### src/hw/ihz_pkg.sv
/*
 * ihz_pkg: constants and types used by the dual-issue hazard
 * control (ihz_issue); its register wait table (ihz_score) takes parameters.
 * Assumes one core clock; all waits are counted in core cycles.
 */
`default_nettype none

package ihz_pkg;

    localparam int RW   = 4;                    // Register index width
    localparam int NREG = 16;                   // Architectural registers per thread
    localparam int CW   = 4;                    // Wait counter width
    localparam int CLW  = 4;                    // Class code width

    // Instruction classes as decoded by the front end
    typedef enum logic [3:0] {
        CL_ALU    = 4'h0,
        CL_SHI    = 4'h1,                       // Shift, immediate count
        CL_SHC    = 4'h2,                       // Shift, count register
        CL_MUL    = 4'h3,
        CL_LONG   = 4'h4,
        CL_HEAVY  = 4'h5,                       // Divide or both-port operation
        CL_LEA    = 4'h6,                       // Address compute
        CL_STACK  = 4'h7,                       // Push, pop, call, return
        CL_LOAD   = 4'h8,
        CL_STORE  = 4'h9,
        CL_XFER   = 4'ha,                       // int_to_vector_move, word_insert_op
        CL_BRANCH = 4'hb
    } ihz_cls_t;

    localparam logic [3:0] SP_REG       = 4'h4; // stack_pointer index
    localparam logic [3:0] COUNT_REG    = 4'h1; // Shift count register index
    localparam logic [3:0] WAIT_SHC     = 4'h2; // Three-cycle shift latency
    localparam logic [3:0] WAIT_MUL     = 4'h4; // Five-cycle multiply latency
    localparam logic [3:0] WAIT_LONG    = 4'h5;
    localparam logic [3:0] AGU_PEN      = 4'h3; // Execution-to-address penalty
    localparam logic [3:0] NARROW_EXTRA = 4'h1; // Narrow input slowdown
    localparam logic [1:0] FLAG_AGE_ISS = 2'h1; // Age one cycle after producer
    localparam logic [1:0] FLAG_GAP     = 2'h2; // Non-branch reader spacing
    localparam logic [1:0] TAKE_ONE     = 2'h1;
    localparam logic [1:0] TAKE_TWO     = 2'h2;

endpackage : ihz_pkg

`default_nettype wire

### src/hw/ihz_score.sv
/*
 * ihz_score: per-register wait counters for one thread, one for
 * execution consumers and one for address-unit consumers.
 * Assumes the two write ports never name the same register in one
 * cycle; if they do, port 1 (the younger) wins.
 */
`default_nettype none

module ihz_score #(
    parameter int NR = 16,
    parameter int AW = 4,
    parameter int CW = 4
) (
    input  wire logic              i_clk,
    input  wire logic              i_resetn,
    input  wire logic [1:0]        i_we,
    input  wire logic [2*AW-1:0]   i_dst,
    input  wire logic [2*CW-1:0]   i_exe_wait,
    input  wire logic [2*CW-1:0]   i_agu_wait,
    output logic      [NR-1:0]     o_exe_rdy,
    output logic      [NR-1:0]     o_agu_rdy
);

    ////////////////////////////////////////////////////////////////////
    // One pair of counters per full register; byte halves share it
    genvar r;
    for (r = 0; r < NR; r++)
    begin : g_reg
        logic [CW-1:0] exe_r;
        logic [CW-1:0] agu_r;
        logic [CW-1:0] exe_nxt;
        logic [CW-1:0] agu_nxt;
        wire           hit0 = i_we[0] && (i_dst[AW-1:0] == AW'(r));
        wire           hit1 = i_we[1] && (i_dst[2*AW-1:AW] == AW'(r));

        // Load on issue, else drain to zero
        assign exe_nxt = hit1 ? i_exe_wait[2*CW-1:CW] :
                         hit0 ? i_exe_wait[CW-1:0] :
                         (exe_r != '0) ? exe_r - 1'b1 : exe_r;
        assign agu_nxt = hit1 ? i_agu_wait[2*CW-1:CW] :
                         hit0 ? i_agu_wait[CW-1:0] :
                         (agu_r != '0) ? agu_r - 1'b1 : agu_r;
        assign o_exe_rdy[r] = (exe_r == '0);
        assign o_agu_rdy[r] = (agu_r == '0);

        // Counter state
        always_ff @(posedge i_clk or negedge i_resetn)
        begin
            if (!i_resetn)
            begin
                exe_r <= '0;
                agu_r <= '0;
            end
            else
            begin
                exe_r <= exe_nxt;
                agu_r <= agu_nxt;
            end
        end
    end

endmodule : ihz_score

`default_nettype wire

### src/hw/ihz_issue.sv
/*
 * ihz_issue: issue and interlock control for a two-wide in-order
 * core running two threads. Each thread offers its two oldest queue
 * slots; up to two instructions go out per cycle, one per port.
 * Assumes the queue pops o_take entries per thread one cycle after
 * the decision, and shows unchanged slots in the cycle of the pop.
 */
// Notes on behaviour
// (RL1) Up to two instructions issue per cycle, one on each port.
// (RL2) A flag reader never issues together with a flag writer.
// (RL3) A branch reading flags may issue the cycle after the producer.
// (RL4) Other flag readers issue no earlier than two cycles after the producer.
// (RL5) Long instructions keep younger short ones of their thread waiting.
// (RL6) A long instruction holds short ones of both threads one cycle.
// (RL7) Two instructions with one destination never issue together.
// (RL8) Heavy instructions wait until oldest, issue alone, stall younger.
// (RL9) Address use of an execution result waits three extra cycles.
// (RL10) Stack operations read the stack pointer through the address unit.
// (RL11) Address compute runs on the address unit with the same penalty.
// (RL12) Integer-to-vector moves use the address unit, same penalty.
// (RL13) Multiply is pipelined alongside other long instructions.
// (RL14) Short instructions do not pass an executing multiply.
// (RL15) An independent multiply may follow one cycle after another.
// (RL16) Immediate-count shifts have one-cycle latency.
// (RL17) Count-register shifts have three-cycle latency.
// (RL18) Partial writes cost nothing extra but track the whole register.
// (RL19) Low and high byte parts share one full-register dependency.
// (RL20) Narrow inputs slow address compute, loads and pops.
// (RL21) Threads take turns for first pick; either port may be used.
// (RL22) Loads and stores use port 0; address compute and stack port 1.
// (RL23) Every hazard is enforced by holding issue, never by software.
`default_nettype none

module ihz_issue #(
    parameter int         RW          = ihz_pkg::RW,
    parameter int         NREG        = ihz_pkg::NREG,
    parameter logic [3:0] P_WAIT_MUL  = ihz_pkg::WAIT_MUL,
    parameter logic [3:0] P_WAIT_LONG = ihz_pkg::WAIT_LONG
) (
    input  wire logic              i_clk,
    input  wire logic              i_resetn,
    input  wire logic [3:0]        i_vld,
    input  wire logic [15:0]       i_cls,
    input  wire logic [4*RW-1:0]   i_dst,
    input  wire logic [3:0]        i_dst_we,
    input  wire logic [4*RW-1:0]   i_src_a,
    input  wire logic [3:0]        i_src_a_en,
    input  wire logic [4*RW-1:0]   i_src_b,
    input  wire logic [3:0]        i_src_b_en,
    input  wire logic [3:0]        i_rd_flags,
    input  wire logic [3:0]        i_wr_flags,
    input  wire logic [3:0]        i_narrow,
    input  wire logic [1:0]        i_oldest,
    output logic                   o_p0_vld,
    output logic                   o_p0_thr,
    output logic      [3:0]        o_p0_cls,
    output logic      [RW-1:0]     o_p0_dst,
    output logic                   o_p1_vld,
    output logic                   o_p1_thr,
    output logic      [3:0]        o_p1_cls,
    output logic      [RW-1:0]     o_p1_dst,
    output logic      [3:0]        o_take
);

    localparam int CW  = ihz_pkg::CW;
    localparam int CLW = ihz_pkg::CLW;

    ////////////////////////////////////////////////////////////////////
    // Class decoding used in several places
    function automatic logic f_agu(input ihz_pkg::ihz_cls_t k);
        return k == ihz_pkg::CL_LEA || k == ihz_pkg::CL_STACK ||
               k == ihz_pkg::CL_LOAD || k == ihz_pkg::CL_STORE ||
               k == ihz_pkg::CL_XFER;                       // [RL11] [RL12]
    endfunction : f_agu

    function automatic logic f_long(input ihz_pkg::ihz_cls_t k);
        return k == ihz_pkg::CL_MUL || k == ihz_pkg::CL_LONG;
    endfunction : f_long

    // Multiply is not short, so it pipelines beside long ones
    function automatic logic f_short(input ihz_pkg::ihz_cls_t k);
        return !f_long(k) && k != ihz_pkg::CL_HEAVY;        // [RL13]
    endfunction : f_short

    function automatic logic f_need0(input ihz_pkg::ihz_cls_t k);
        return k == ihz_pkg::CL_LOAD || k == ihz_pkg::CL_STORE;
    endfunction : f_need0

    function automatic logic f_need1(input ihz_pkg::ihz_cls_t k);
        return k == ihz_pkg::CL_LEA || k == ihz_pkg::CL_STACK;
    endfunction : f_need1

    // Cycles a dependent execution consumer must wait after issue
    function automatic logic [3:0] f_wait(input ihz_pkg::ihz_cls_t k,
                                          input logic nar);
        logic [3:0] w;
        case (k)
            ihz_pkg::CL_SHC:   w = ihz_pkg::WAIT_SHC;        // [RL17]
            ihz_pkg::CL_MUL:   w = P_WAIT_MUL;
            ihz_pkg::CL_LONG,
            ihz_pkg::CL_HEAVY: w = P_WAIT_LONG;
            default:           w = 4'h0;                     // [RL16]
        endcase
        if (nar && (k == ihz_pkg::CL_LEA || k == ihz_pkg::CL_LOAD ||
                    k == ihz_pkg::CL_STACK))
            w = w + ihz_pkg::NARROW_EXTRA;                   // [RL20]
        return w;
    endfunction : f_wait

    ////////////////////////////////////////////////////////////////////
    // State and per-candidate signals
    logic                rr_r;
    logic                hold_r;
    logic [1:0]          take_r [2];
    logic [1:0]          take_nxt [2];
    logic [1:0]          flag_age_r [2];
    logic [1:0]          flag_age_nxt [2];
    logic [CW-1:0]       blk_r [2];
    logic [CW-1:0]       blk_nxt [2];
    logic [NREG-1:0]     exe_rdy [2];
    logic [NREG-1:0]     agu_rdy [2];
    logic [1:0]          heavy_wait;
    logic [3:0]          c_vld, c_ok, c_dwe, c_ea, c_eb;
    logic [3:0]          c_rdf, c_wrf, c_nar, iss;
    ihz_pkg::ihz_cls_t   c_cls [4];
    logic [RW-1:0]       c_dst [4], c_sa [4], c_sb [4];
    logic [CW-1:0]       c_ew [4], c_aw [4];
    logic [1:0]          iss_wrf, iss_rdnb, iss_rdbr;
    logic [1:0]          iss_short, iss_long, iss_mul;

    ////////////////////////////////////////////////////////////////////
    // Candidates: index = thread*2 + age. After a single pop the queue
    // has not shifted yet, so the younger slot stands in as the head.
    genvar c;
    for (c = 0; c < 4; c++)
    begin : g_cand
        localparam int T = c / 2;
        localparam int K = c % 2;
        wire       sh   = (take_r[T] == ihz_pkg::TAKE_ONE);
        wire       live = (take_r[T] != ihz_pkg::TAKE_TWO) && !(K == 1 && sh);
        wire [1:0] q    = (K == 1 || sh) ? 2'(T * 2 + 1) : 2'(T * 2);
        wire       address_unit;
        wire       ra, rb, rimp, rflg, rblk, rhvy;

        assign c_vld[c] = live && i_vld[q];
        assign c_cls[c] = ihz_pkg::ihz_cls_t'(i_cls[q*CLW +: CLW]);
        assign c_dst[c] = i_dst[q*RW +: RW];                 // [RL18] [RL19]
        assign c_sa[c]  = i_src_a[q*RW +: RW];
        assign c_sb[c]  = i_src_b[q*RW +: RW];
        assign c_dwe[c] = i_dst_we[q];
        assign c_ea[c]  = i_src_a_en[q];
        assign c_eb[c]  = i_src_b_en[q];
        assign c_rdf[c] = i_rd_flags[q];
        assign c_wrf[c] = i_wr_flags[q];
        assign c_nar[c] = i_narrow[q];
        assign address_unit      = f_agu(c_cls[c]);

        // Address-side readers of execution results pay the penalty
        assign c_ew[c]  = f_wait(c_cls[c], c_nar[c]);
        assign c_aw[c]  = c_ew[c] + (address_unit ? 4'h0 : ihz_pkg::AGU_PEN); // [RL9]

        // Operand, flag and blocking checks; failure holds issue
        assign ra   = !c_ea[c] || (address_unit ? agu_rdy[T][c_sa[c]]
                                       : exe_rdy[T][c_sa[c]]); // [RL11] [RL12]
        assign rb   = !c_eb[c] || exe_rdy[T][c_sb[c]];
        assign rimp = (c_cls[c] == ihz_pkg::CL_SHC)   ? exe_rdy[T][ihz_pkg::COUNT_REG] :
                      (c_cls[c] == ihz_pkg::CL_STACK) ? agu_rdy[T][ihz_pkg::SP_REG] :
                      1'b1;                                  // [RL10] [RL17]
        assign rflg = !c_rdf[c] || ((c_cls[c] == ihz_pkg::CL_BRANCH) ?
                      (flag_age_r[T] >= ihz_pkg::FLAG_AGE_ISS) :  // [RL3]
                      (flag_age_r[T] >= ihz_pkg::FLAG_GAP));      // [RL4]
        assign rblk = !f_short(c_cls[c]) ||
                      (!hold_r && blk_r[T] == '0);           // [RL5] [RL6] [RL14]
        assign rhvy = ((c_cls[c] != ihz_pkg::CL_HEAVY) ||
                       (K == 0 && !sh && i_oldest[T])) &&
                      !heavy_wait[1-T];                      // [RL8]
        assign c_ok[c] = c_vld[c] && ra && rb && rimp && rflg &&
                         rblk && rhvy;                       // [RL23]
    end

    ////////////////////////////////////////////////////////////////////
    // Selection: first pick from the favoured thread's head, else the other thread's head, then one
    // compatible partner. Pairing is greedy, so an older pick never
    // waits to let a better pair form.
    wire [1:0] cp0 = {rr_r, 1'b0};                          // [RL21]
    wire [1:0] cq0 = {!rr_r, 1'b0};
    wire       fv  = c_ok[cp0] || c_ok[cq0];
    wire [1:0] fc  = c_ok[cp0] ? cp0 : cq0;
    logic [1:0] pair_ok;

    genvar j;
    for (j = 0; j < 2; j++)
    begin : g_pair
        wire [1:0] b    = (j == 0) ? {fc[1], 1'b1} : cq0;
        wire       same = (fc[1] == b[1]);
        wire       raw  = same && c_dwe[fc] &&
                          ((c_ea[b] && c_sa[b] == c_dst[fc]) ||
                           (c_eb[b] && c_sb[b] == c_dst[fc]) ||
                           (c_cls[b] == ihz_pkg::CL_SHC && c_dst[fc] == ihz_pkg::COUNT_REG) ||
                           (c_cls[b] == ihz_pkg::CL_STACK && c_dst[fc] == ihz_pkg::SP_REG));
        wire       waw  = c_dwe[fc] && c_dwe[b] && c_dst[fc] == c_dst[b]; // [RL7]
        wire       flg  = (c_wrf[fc] && c_rdf[b]) ||
                          (c_wrf[b] && c_rdf[fc]);          // [RL2]
        wire       prt  = (f_need0(c_cls[fc]) && f_need0(c_cls[b])) ||
                          (f_need1(c_cls[fc]) && f_need1(c_cls[b])); // [RL22]
        wire       lng  = same && f_long(c_cls[fc]) && f_short(c_cls[b]); // [RL5]
        wire       mm   = c_cls[fc] == ihz_pkg::CL_MUL &&
                          c_cls[b] == ihz_pkg::CL_MUL;       // [RL15]
        wire       hv   = c_cls[fc] == ihz_pkg::CL_HEAVY ||
                          c_cls[b] == ihz_pkg::CL_HEAVY;     // [RL8]
        assign pair_ok[j] = fv && c_ok[b] && !raw && !waw && !flg &&
                            !prt && !lng && !mm && !hv;
    end

    // Partner and port assignment
    wire       xv   = pair_ok[0] || (pair_ok[1] && fc == cp0); // [RL1]
    wire [1:0] xc   = pair_ok[0] ? {fc[1], 1'b1} : cq0;
    wire       f_p1 = f_need1(c_cls[fc]) ||
                      (xv && f_need0(c_cls[xc]));          // [RL22]
    wire       p0v  = f_p1 ? xv : fv;
    wire       p1v  = f_p1 ? fv : xv;
    wire [1:0] p0c  = f_p1 ? xc : fc;
    wire [1:0] p1c  = f_p1 ? fc : xc;

    for (c = 0; c < 4; c++)
    begin : g_iss
        assign iss[c] = (fv && fc == 2'(c)) || (xv && xc == 2'(c));
    end

    ////////////////////////////////////////////////////////////////////
    // Per-thread wait table, flag age and long-latency block
    genvar t;
    for (t = 0; t < 2; t++)
    begin : g_thr
        wire l0 = iss[t*2] && f_long(c_cls[t*2]);
        wire l1 = iss[t*2+1] && f_long(c_cls[t*2+1]);

        ihz_score #(
            .NR (NREG),
            .AW (RW),
            .CW (CW)
        ) u_score (
            .i_clk      (i_clk),
            .i_resetn   (i_resetn),
            .i_we       ({iss[t*2+1] && c_dwe[t*2+1], iss[t*2] && c_dwe[t*2]}),
            .i_dst      ({c_dst[t*2+1], c_dst[t*2]}),
            .i_exe_wait ({c_ew[t*2+1], c_ew[t*2]}),
            .i_agu_wait ({c_aw[t*2+1], c_aw[t*2]}),
            .o_exe_rdy  (exe_rdy[t]),
            .o_agu_rdy  (agu_rdy[t])
        );

        assign heavy_wait[t] = c_vld[t*2] && take_r[t] == 2'h0 && i_oldest[t] &&
                               c_cls[t*2] == ihz_pkg::CL_HEAVY;
        assign iss_wrf[t]  = (iss[t*2] && c_wrf[t*2]) || (iss[t*2+1] && c_wrf[t*2+1]);
        assign iss_rdnb[t] = (iss[t*2] && c_rdf[t*2] && c_cls[t*2] != ihz_pkg::CL_BRANCH) ||
                             (iss[t*2+1] && c_rdf[t*2+1] &&
                              c_cls[t*2+1] != ihz_pkg::CL_BRANCH);
        assign iss_rdbr[t] = (iss[t*2] && c_rdf[t*2] && c_cls[t*2] == ihz_pkg::CL_BRANCH) ||
                             (iss[t*2+1] && c_rdf[t*2+1] &&
                              c_cls[t*2+1] == ihz_pkg::CL_BRANCH);
        assign iss_short[t] = (iss[t*2] && f_short(c_cls[t*2])) ||
                              (iss[t*2+1] && f_short(c_cls[t*2+1]));
        assign iss_long[t]  = l0 || l1;
        assign iss_mul[t]   = (iss[t*2] && c_cls[t*2] == ihz_pkg::CL_MUL) ||
                              (iss[t*2+1] && c_cls[t*2+1] == ihz_pkg::CL_MUL);

        // Age saturates at the full non-branch spacing
        assign flag_age_nxt[t] = iss_wrf[t] ? ihz_pkg::FLAG_AGE_ISS :
                                 (flag_age_r[t] == ihz_pkg::FLAG_GAP) ? ihz_pkg::FLAG_GAP :
                                 flag_age_r[t] + 2'h1;       // [RL4]
        assign blk_nxt[t] = l1 ? c_ew[t*2+1] : l0 ? c_ew[t*2] :
                            (blk_r[t] != '0) ? blk_r[t] - 4'h1 : blk_r[t]; // [RL14]
        assign take_nxt[t] = {iss[t*2+1], iss[t*2] && !iss[t*2+1]};

    end

    ////////////////////////////////////////////////////////////////////
    // Registered state and outputs
    always_ff @(posedge i_clk or negedge i_resetn)
    begin
        if (!i_resetn)
        begin
            rr_r     <= 1'b0;
            hold_r   <= 1'b0;
            o_p0_vld <= 1'b0;
            o_p0_thr <= 1'b0;
            o_p0_cls <= 4'h0;
            o_p0_dst <= '0;
            o_p1_vld <= 1'b0;
            o_p1_thr <= 1'b0;
            o_p1_cls <= 4'h0;
            o_p1_dst <= '0;
            o_take   <= 4'h0;
            for (int i = 0; i < 2; i++)
            begin
                take_r[i]     <= 2'h0;
                flag_age_r[i] <= ihz_pkg::FLAG_GAP;
                blk_r[i]      <= '0;
            end
        end
        else
        begin
            rr_r     <= fv ? !fc[1] : rr_r;                // [RL21]
            hold_r   <= |iss_long;                         // [RL6]
            o_p0_vld <= p0v;
            o_p0_thr <= p0c[1];
            o_p0_cls <= c_cls[p0c];
            o_p0_dst <= c_dst[p0c];
            o_p1_vld <= p1v;
            o_p1_thr <= p1c[1];
            o_p1_cls <= c_cls[p1c];
            o_p1_dst <= c_dst[p1c];
            o_take   <= {take_nxt[1], take_nxt[0]};
            for (int i = 0; i < 2; i++)
            begin
                take_r[i]     <= take_nxt[i];
                flag_age_r[i] <= flag_age_nxt[i];
                blk_r[i]      <= blk_nxt[i];
            end
        end
    end
endmodule : ihz_issue

`default_nettype wire

### config.mk
export PLATFORM = sky130hd
export DESIGN_NAME = ihz_issue
export DESIGN_NICKNAME = d
export VERILOG_FILES = /design/src/hw/ihz_pkg.sv /design/src/hw/ihz_score.sv /design/src/hw/ihz_issue.sv
export SDC_FILE = /design/constraint.sdc
export NUM_CORES = 1
export LEC_CHECK = 0
export BUFFER_PORTS_ARGS = -buffer_cell sky130_fd_sc_hd__buf_2
export CAP_MARGIN = 20
export CORE_ASPECT_RATIO = 0.9
export CORE_UTILIZATION = 58
export CTS_CLUSTER_SIZE = 14
export DETAILED_ROUTE_END_ITERATION = 8
export GPL_ROUTABILITY_DRIVEN = 0
export PLACE_DENSITY_LB_ADDON = 0.08
export SLEW_MARGIN = 20
export SYNTH_ARGS = -nofsm -noshare
export SYNTH_HDL_FRONTEND = slang
export SYNTH_HIERARCHICAL = 1
export SYNTH_SLANG_ARGS = --single-unit
### constraint.sdc
create_clock -name i_clk -period 9.6 [get_ports i_clk]
set_input_delay 2.88 -clock i_clk [delete_from_list [all_inputs] [get_ports i_clk]]
set_output_delay 2.88 -clock i_clk [all_outputs]
set_load 0.005 [all_outputs]
==> summary.txt, run 1 <==
Critical-path top delay cell -> nor3_1
switch share -> 0.403
minimum clock period after layout -> 7.76 ns
setup violators final -> 0
post-DP HPWL -> 54,700 um
hold_buf cts -> 0
CP Max Fanout -> 17
P_int -> 4.59 mW
WHS Path Cells -> 2
critical-path cell list -> buf_2 -> mux2i_1 -> nor3_1 -> o21ai_0 -> a2111oi_2 -> nand4_1 -> nor4_1 -> a21boi_1 -> a31oi_1 -> buf_4 -> nor2_1 -> nand3b_1 -> nor3_1 -> a21oi_1 -> a21oi_1
sequential cell area fraction in the yosys report -> 0.310
Worst Setup Start Kind -> primary input
later-pin clock latency in the skew report -> 0.56 ns
worst min-delay path category -> reg2reg
f_max -> 129 MHz
Ports -> 120
Die ar. -> 0.0418 mm2
largest vdd supply drop -> 0.156 mV
Final Cycle Share -> 0.809
Power Density -> 292 mW/mm2
Synth Flop Type -> dfrtp_1
Starting Density -> 0.596
post-layout util -> 0.661
Worst Skew -> 0.0209 ns
number of synthesized flops with an enable pin -> 0
#FFs+latches synth -> 294
CTS clk-pin slew, worst paths -> 0.06 ns
worst endpoint data arrival time -> 8.24 ns
deepest clock path buffer count -> 3
largest stage delay on the critical path -> 0.89 ns
setup slack, reg-to-reg -> 3.02 ns
RSZ-0062 raised after global routing -> false
final WL -> 79,000 um
diode count -> 0
RR Startpoint -> o_take[1]
top-area cell type share of the netlist area -> 0.308
CTS root buf -> clkbuf_16
Iter 0 DRT Violations -> 3,282
Cell variety after synth -> 91
Synth Warn # -> 6
Clock power frac -> 0.185
Area Overhead vs Synth -> 11.0%
cell taking the most area after synthesis -> dfrtp_1
endpoints failing hold -> 0
first-pass GRT wire length -> 123,000 um
maxcap violations -> 0
post-CTS setup repair buffer count -> 0
Final Slew Violations -> 0
layout net count -> 3,119
Worst Hold End -> blk_r[2]
Comb pwr share -> 0.512
clk sinks -> 294
Die Ht -> 194 um
worst reg2reg path depth -> 16
worst reg2reg path endpoint -> g_thr[1].u_score/g_reg[12].exe_r[0]
worst-margin pin slew -> 1.19 ns
Setup crit end kind -> flop
leakage -> 11.4 nW
Slew HR -> 0.208
Synth Cell Area -> 0.0238 mm2
row cnt -> 69
Avg Vias per Cell -> 6.54
Placed Cells -> 3,426
Synth area leaders -> dfrtp_1, mux2i_1, nand2_1
final std cells w/o fill -> 3,491
core footprint -> 0.0399 mm2
fraction of registers with async set/reset -> 1.00
total CTS buffers -> 37
Die Wd -> 215 um
TritonCTS clock tree -> built
Switching Power -> 3.10 mW
drt first pass iters -> 6
Post-CTS Resized -> 0
Fin Hold WS -> 0.541 ns
largest net degree at the start of global routing -> 95
Routed Antenna Nets -> 0
Residual DRC -> 0
I/O Buffers -> 119
number of global-route vias before repair -> 21,706
hold wc startpoint -> blk_r[2]
outcome -> finished, final reports clean
Mapped Avg Cell Area -> 8.45 um2
GR Util All Layers -> 0.377
Gate Count Post-Synth -> 2,812
layout cells sized above 1 -> 0.141
wire length per cell -> 22.6 um
vias -> 22,845
critical setup path kind -> in2reg
grt ovf -> 0
htree depth -> 2
Worst EP required -> 10.07 ns
setup_tns -> 0 ns
antenna violations before repair -> 2
Flop pwr share -> 0.302
-- power by group through the flow --
| stage | logic [mW] | registers [mW] | clock network (mW) |
|---|---|---|---|
| 2_1_floorplan | 2.90 | 2.21 | 0 |
| 3_3_place_gp | 3.67 | 2.29 | 0 |
| 3_5_place_dp | 3.85 | 2.32 | 0 |
| 4_1_cts | 3.87 | 2.31 | 1.44 |
| 5_1_grt | 4.34 | 2.40 | 1.50 |
| 6_report | 3.94 | 2.32 | 1.43 |
-- area by class of cell --
type | instances | area [um2]
well taps | 532 | 666
multi-input cells | 2180 | 15100
clock buffers | 55 | 1110
inverters | 230 | 863
repair buffers | 190 | 1140
flip-flops and latches | 294 | 7360
clock inverters | 10 | 110
fillers | 3346 | 13500
-- cells in the mapped netlist (67+ instances only) --
cell type,instances
dfrtp_1,292
mux2i_1,172
clkbuf_1,68
inv_1,229
ha_1,86
nor3_1,100
a211oi_1,73
o21ai_0,273
xnor2_1,86
nand2_1,380
nand3b_1,79
nor3b_1,67
nor2_1,257
-- state kept, by name, indices dropped and copies added, names as in the netlist --
name,flops
blk_r,8
flag_age_r,4
g_thr.u_score/g.agu_r,128
g_thr.u_score/g.exe_r,128
hold_r,1
o_p0_cls,4
o_p0_dst,4
o_p0_thr,1
o_p0_vld,1
o_p1_cls,4
o_p1_dst,4
o_p1_thr,1
o_p1_vld,1
o_take,4
rr_r,1
-- logic make-up (layout without fill, tap and decap cells) --
| kind of cell | count (synthesis) | in the layout | share of synthesized area |
|---|---|---|---|
| and+or+nand+nor | 1070 | 1070 | 0.220 |
| AOI/OAI and AO/OA | 607 | 607 | 0.162 |
| buffers and inverters | 353 | 485 | 0.0597 |
| muxes | 299 | 299 | 0.164 |
| DFF | 294 | 294 | 0.310 |
| xor gates and xnor gates | 98 | 98 | 0.0361 |
| adders and majority gates | 90 | 90 | 0.0487 |
| other | 1 | 16 | 0.000158 |
-- layout by cell type, fill, tap and decap left out, drive strengths merged, types with 8 or more instances in the layout --
cell	Yosys	layout
nand2b	30	30
nand3b	79	79
conb	1	16
or3b	8	8
o31ai	51	51
buf	55	190
a21oi	62	62
a31oi	14	14
inv	229	231
nor2b	14	14
nor3b	68	68
nor4	8	8
clkbuf	68	55
or3	20	20
nand3	48	48
xor2	12	12
mux2i	179	179
xnor2	86	86
mux4	58	58
nand2	382	382
o21ai	274	274
nor3	106	106
ha	86	86
o221ai	47	47
a211oi	74	74
nor2	265	265
nand4	9	9
mux2	62	62
o211ai	20	20
dfrtp	292	292
-- worst max-delay path: cells and delay by family --
kind            cells  cell delay [ns]
simple gates        6             2.58
compound gates      6             1.97
buf+inv             2             0.49
mux                 1             0.30
-- metrics by stage --
stage	total power [mW]	instance area, um2	setup slack [ns]
floorplan	5.10	23800	2.47
global placement	5.96	25100	1.50
detailed placement	6.17	25100	1.47
CTS	7.62	26400	2.04
global route	8.24	26400	1.44
finish	7.69	26400	1.84
-- worst max path at each step --
stage / from / end / slack (ns) / cells past startpoint
after global placement: i_src_a[4] / g_thr[1].u_score/g_reg[12].exe_r[0] / 1.50 / 14
after detailed placement: i_src_a[4] / g_thr[0].u_score/g_reg[11].exe_r[0] / 1.47 / 15
after global routing: i_src_a[4] / g_thr[1].u_score/g_reg[12].agu_r[0] / 1.44 / 14
final: i_cls[5] / g_thr[1].u_score/g_reg[8].agu_r[1] / 1.84 / 15
after floorplan: i_src_a[4] / g_thr[0].u_score/g_reg[15].agu_r[0] / 2.47 / 16
after CTS: i_src_a[4] / g_thr[0].u_score/g_reg[9].exe_r[0] / 2.04 / 15
-- routing by layer --
layer  vias up  wire length, um  GRT usage
met5         -                0          0
met4         0             2770      0.138
met3       236            10500     0.0925
met2      1447            33700      0.558
met1     10916            32000      0.534
li1      10246                -          -
Power figures use the tool's default switching activity.
==> run 2: changes to the inputs <==
Settings changed: CORE_UTILIZATION 58 to 57.
Clock period 9.6 ns to 6.7 ns, I/O delays scaled along.
==> run 2 against run 1 <==
First-iteration DRC count down 18%. Die area rose by 1.7%. Largest power group unchanged. Clock-buffer cell count did not move. Core utilization fell by 0.71 points. Global-route usage fell by 0.14 points. Routed wire length up 0.92%.
==> summary.txt, run 2 (synthesized netlist as in run 1, its figures left out) <==
final std cells w/o fill -> 3,555
hold_buf cts -> 0
drt first pass iters -> 6
clk sinks -> 294
Top delay family on crit path -> simple AND/OR/NAND/NOR gates
Post-CTS Resized -> 0
first-pass GRT wire length -> 123,000 um
Avg Vias per Cell -> 6.47
final WL -> 79,800 um
I/O Buffers -> 119
Worst Setup Start Kind -> primary input
diode count -> 0
Die Wd -> 217 um
Worst EP required -> 7.12 ns
f_max -> 155 MHz
maxcap violations -> 0
Die Ht -> 196 um
CP Max Fanout -> 17
critical setup path kind -> in2reg
worst min-delay path category -> reg2reg
post-DP HPWL -> 55,800 um
outcome -> finished, final reports clean
Power Density -> 410 mW/mm2
RSZ-0062 raised after global routing -> false
minimum clock period after layout -> 6.44 ns
antenna violations before repair -> 3
grt ovf -> 0
most frequent cells in the layout -> nand2_1, dfrtp_1, o21ai_0
Routed Antenna Nets -> 0
slack of the critical path -> 0.261 ns
vias -> 23,016
setup violators final -> 0
wire length per cell -> 22.4 um
GR Util All Layers -> 0.376
core footprint -> 0.0409 mm2
largest vdd supply drop -> 0.254 mV
largest registers -> g_thr.u_score/g.agu_r (128), g_thr.u_score/g.exe_r (128), blk_r (8)
CTS root buf -> clkbuf_16
Worst Path Buf+Inv -> 2
htree depth -> 2
largest net degree at the start of global routing -> 97
Slew HR -> 0.202
DP Worst Slack -> -0.0388 ns
Placed Cells -> 3,488
Final Slew Violations -> 0
Iter 0 DRT Violations -> 2,687
Starting Density -> 0.581
Ports -> 120
Worst Skew -> 0.0216 ns
Setup crit end kind -> flop
commonest non-fill, non-tap cell in the layout -> nand2_1
later-pin clock latency in the skew report -> 0.57 ns
post-CTS setup repair buffer count -> 0
Critical-path top delay cell -> nor2_1
total CTS buffers -> 37
Residual DRC -> 0
layout cells sized above 1 -> 0.157
TritonCTS clock tree -> built
Final Cycle Share -> 0.961
Area Overhead vs Synth -> 12.6%
deepest clock path buffer count -> 3
area occupied by multi-input gates -> 0.0151 mm2
worst-margin pin slew -> 1.19 ns
largest stage delay on the critical path -> 0.72 ns
FILL cells -> 3,452
Storage cell area -> 0.00736 mm2
critical-path cell list -> buf_2 -> mux2i_1 -> nor4_1 -> mux2i_1 -> a2111oi_2 -> nand4_1 -> buf_4 -> nor4_1 -> a21boi_1 -> a31oi_1 -> nor2_1 -> nor3b_2 -> nand3_1 -> o21ai_0 -> o221ai_1
CTS clk-pin slew, worst paths -> 0.06 ns
Die ar. -> 0.0425 mm2
row cnt -> 70
leakage -> 11.6 nW
endpoints failing hold -> 0
layout net count -> 3,174
number of global-route vias before repair -> 21,806
worst endpoint data arrival time -> 6.86 ns
-- run 2: changes by cell type in the layout (fill, tap and decap cells not counted) --
cell        before  now
clkbuf_16       39   37
clkinv_4         0    1
buf_4           71  125
bufinv_16        2    1
xnor2_4          1    0
clkbuf_8         7    9
xnor2_2          1    2
clkinv_2         5    7
buf_12           0    1
clkinvlp_4       1    0
-- run 2: layout make-up --
type                       instances  area share
multi-input combinational       2180       0.565
sequential                       294       0.275
timing repair buffer             245      0.0585
clock buffer                      55      0.0405
inverter                         230      0.0323
tap                              540      0.0253
clock inverter                    11     0.00341
-- run 2: metal layers --
| layer | share of wire | GRT usage | wire length, um | vias to the layer above |
|---|---|---|---|---|
| met3 | 0.12 | 0.0704 | 9790 | 225 |
| met1 | 0.42 | 0.544 | 33200 | 11125 |
| met5 | 0.00016 | 0 | 13 | - |
| met4 | 0.039 | 0.156 | 3110 | 2 |
| met2 | 0.42 | 0.551 | 33600 | 1295 |
| li1 | - | - | - | 10369 |
-- run 2: stage by stage --
stage          cell area (um2)   util  total power [mW]  TNS [ns]  hold WS, ns
3_3_place_gp             25600  0.625              8.56         0        0.525
5_1_grt                  26700  0.654              11.8         0        0.555
4_1_cts                  26700  0.654              10.9         0        0.543
3_5_place_dp             25600  0.625              8.83   -0.0698        0.532
2_1_floorplan            23800      -              7.31         0        0.490
6_report                 26700  0.654              11.0         0        0.539
-- run 2: power breakdown --
group	internal, mW	switching (mW)	total (mW)
sequential	2.68	0.658	3.33
clock	1.16	0.838	2.00
combinational	2.68	2.97	5.65
-- run 2: path summary, 6_finish.rpt --
check / startpoint / end / slack, ns / depth (start not counted)
min in group asynchronous: i_resetn / g_thr[0].u_score/g_reg[4].exe_r[3] / 1.49 / 1
max in group asynchronous: i_resetn / g_thr[1].u_score/g_reg[11].exe_r[2] / 3.95 / 2
hold / removal: blk_r[1] / blk_r[1] / 0.54 / 1
setup reg to reg: o_take[3] / g_thr[0].u_score/g_reg[3].exe_r[0] / 0.33 / 17
setup / recovery: i_cls[5] / g_thr[0].u_score/g_reg[3].exe_r[0] / 0.26 / 15
hold reg to reg: blk_r[1] / blk_r[1] / 0.54 / 1
-- run 2: worst register-to-register path: stages (launching register included) --
cell,delay [ns]
dfrtp_1,0.39
inv_1,0.09
ha_2,0.76
buf_4,0.38
mux2i_4,0.47
mux2i_1,0.28
nor3_1,0.09
a21o_1,0.18
o31ai_1,0.64
o21ai_1,0.28
nand3_1,0.23
a22o_1,0.30
a31oi_1,0.18
nor2_1,0.72
nor3b_2,0.40
nand3_1,0.37
o21ai_0,0.28
o221ai_1,0.19
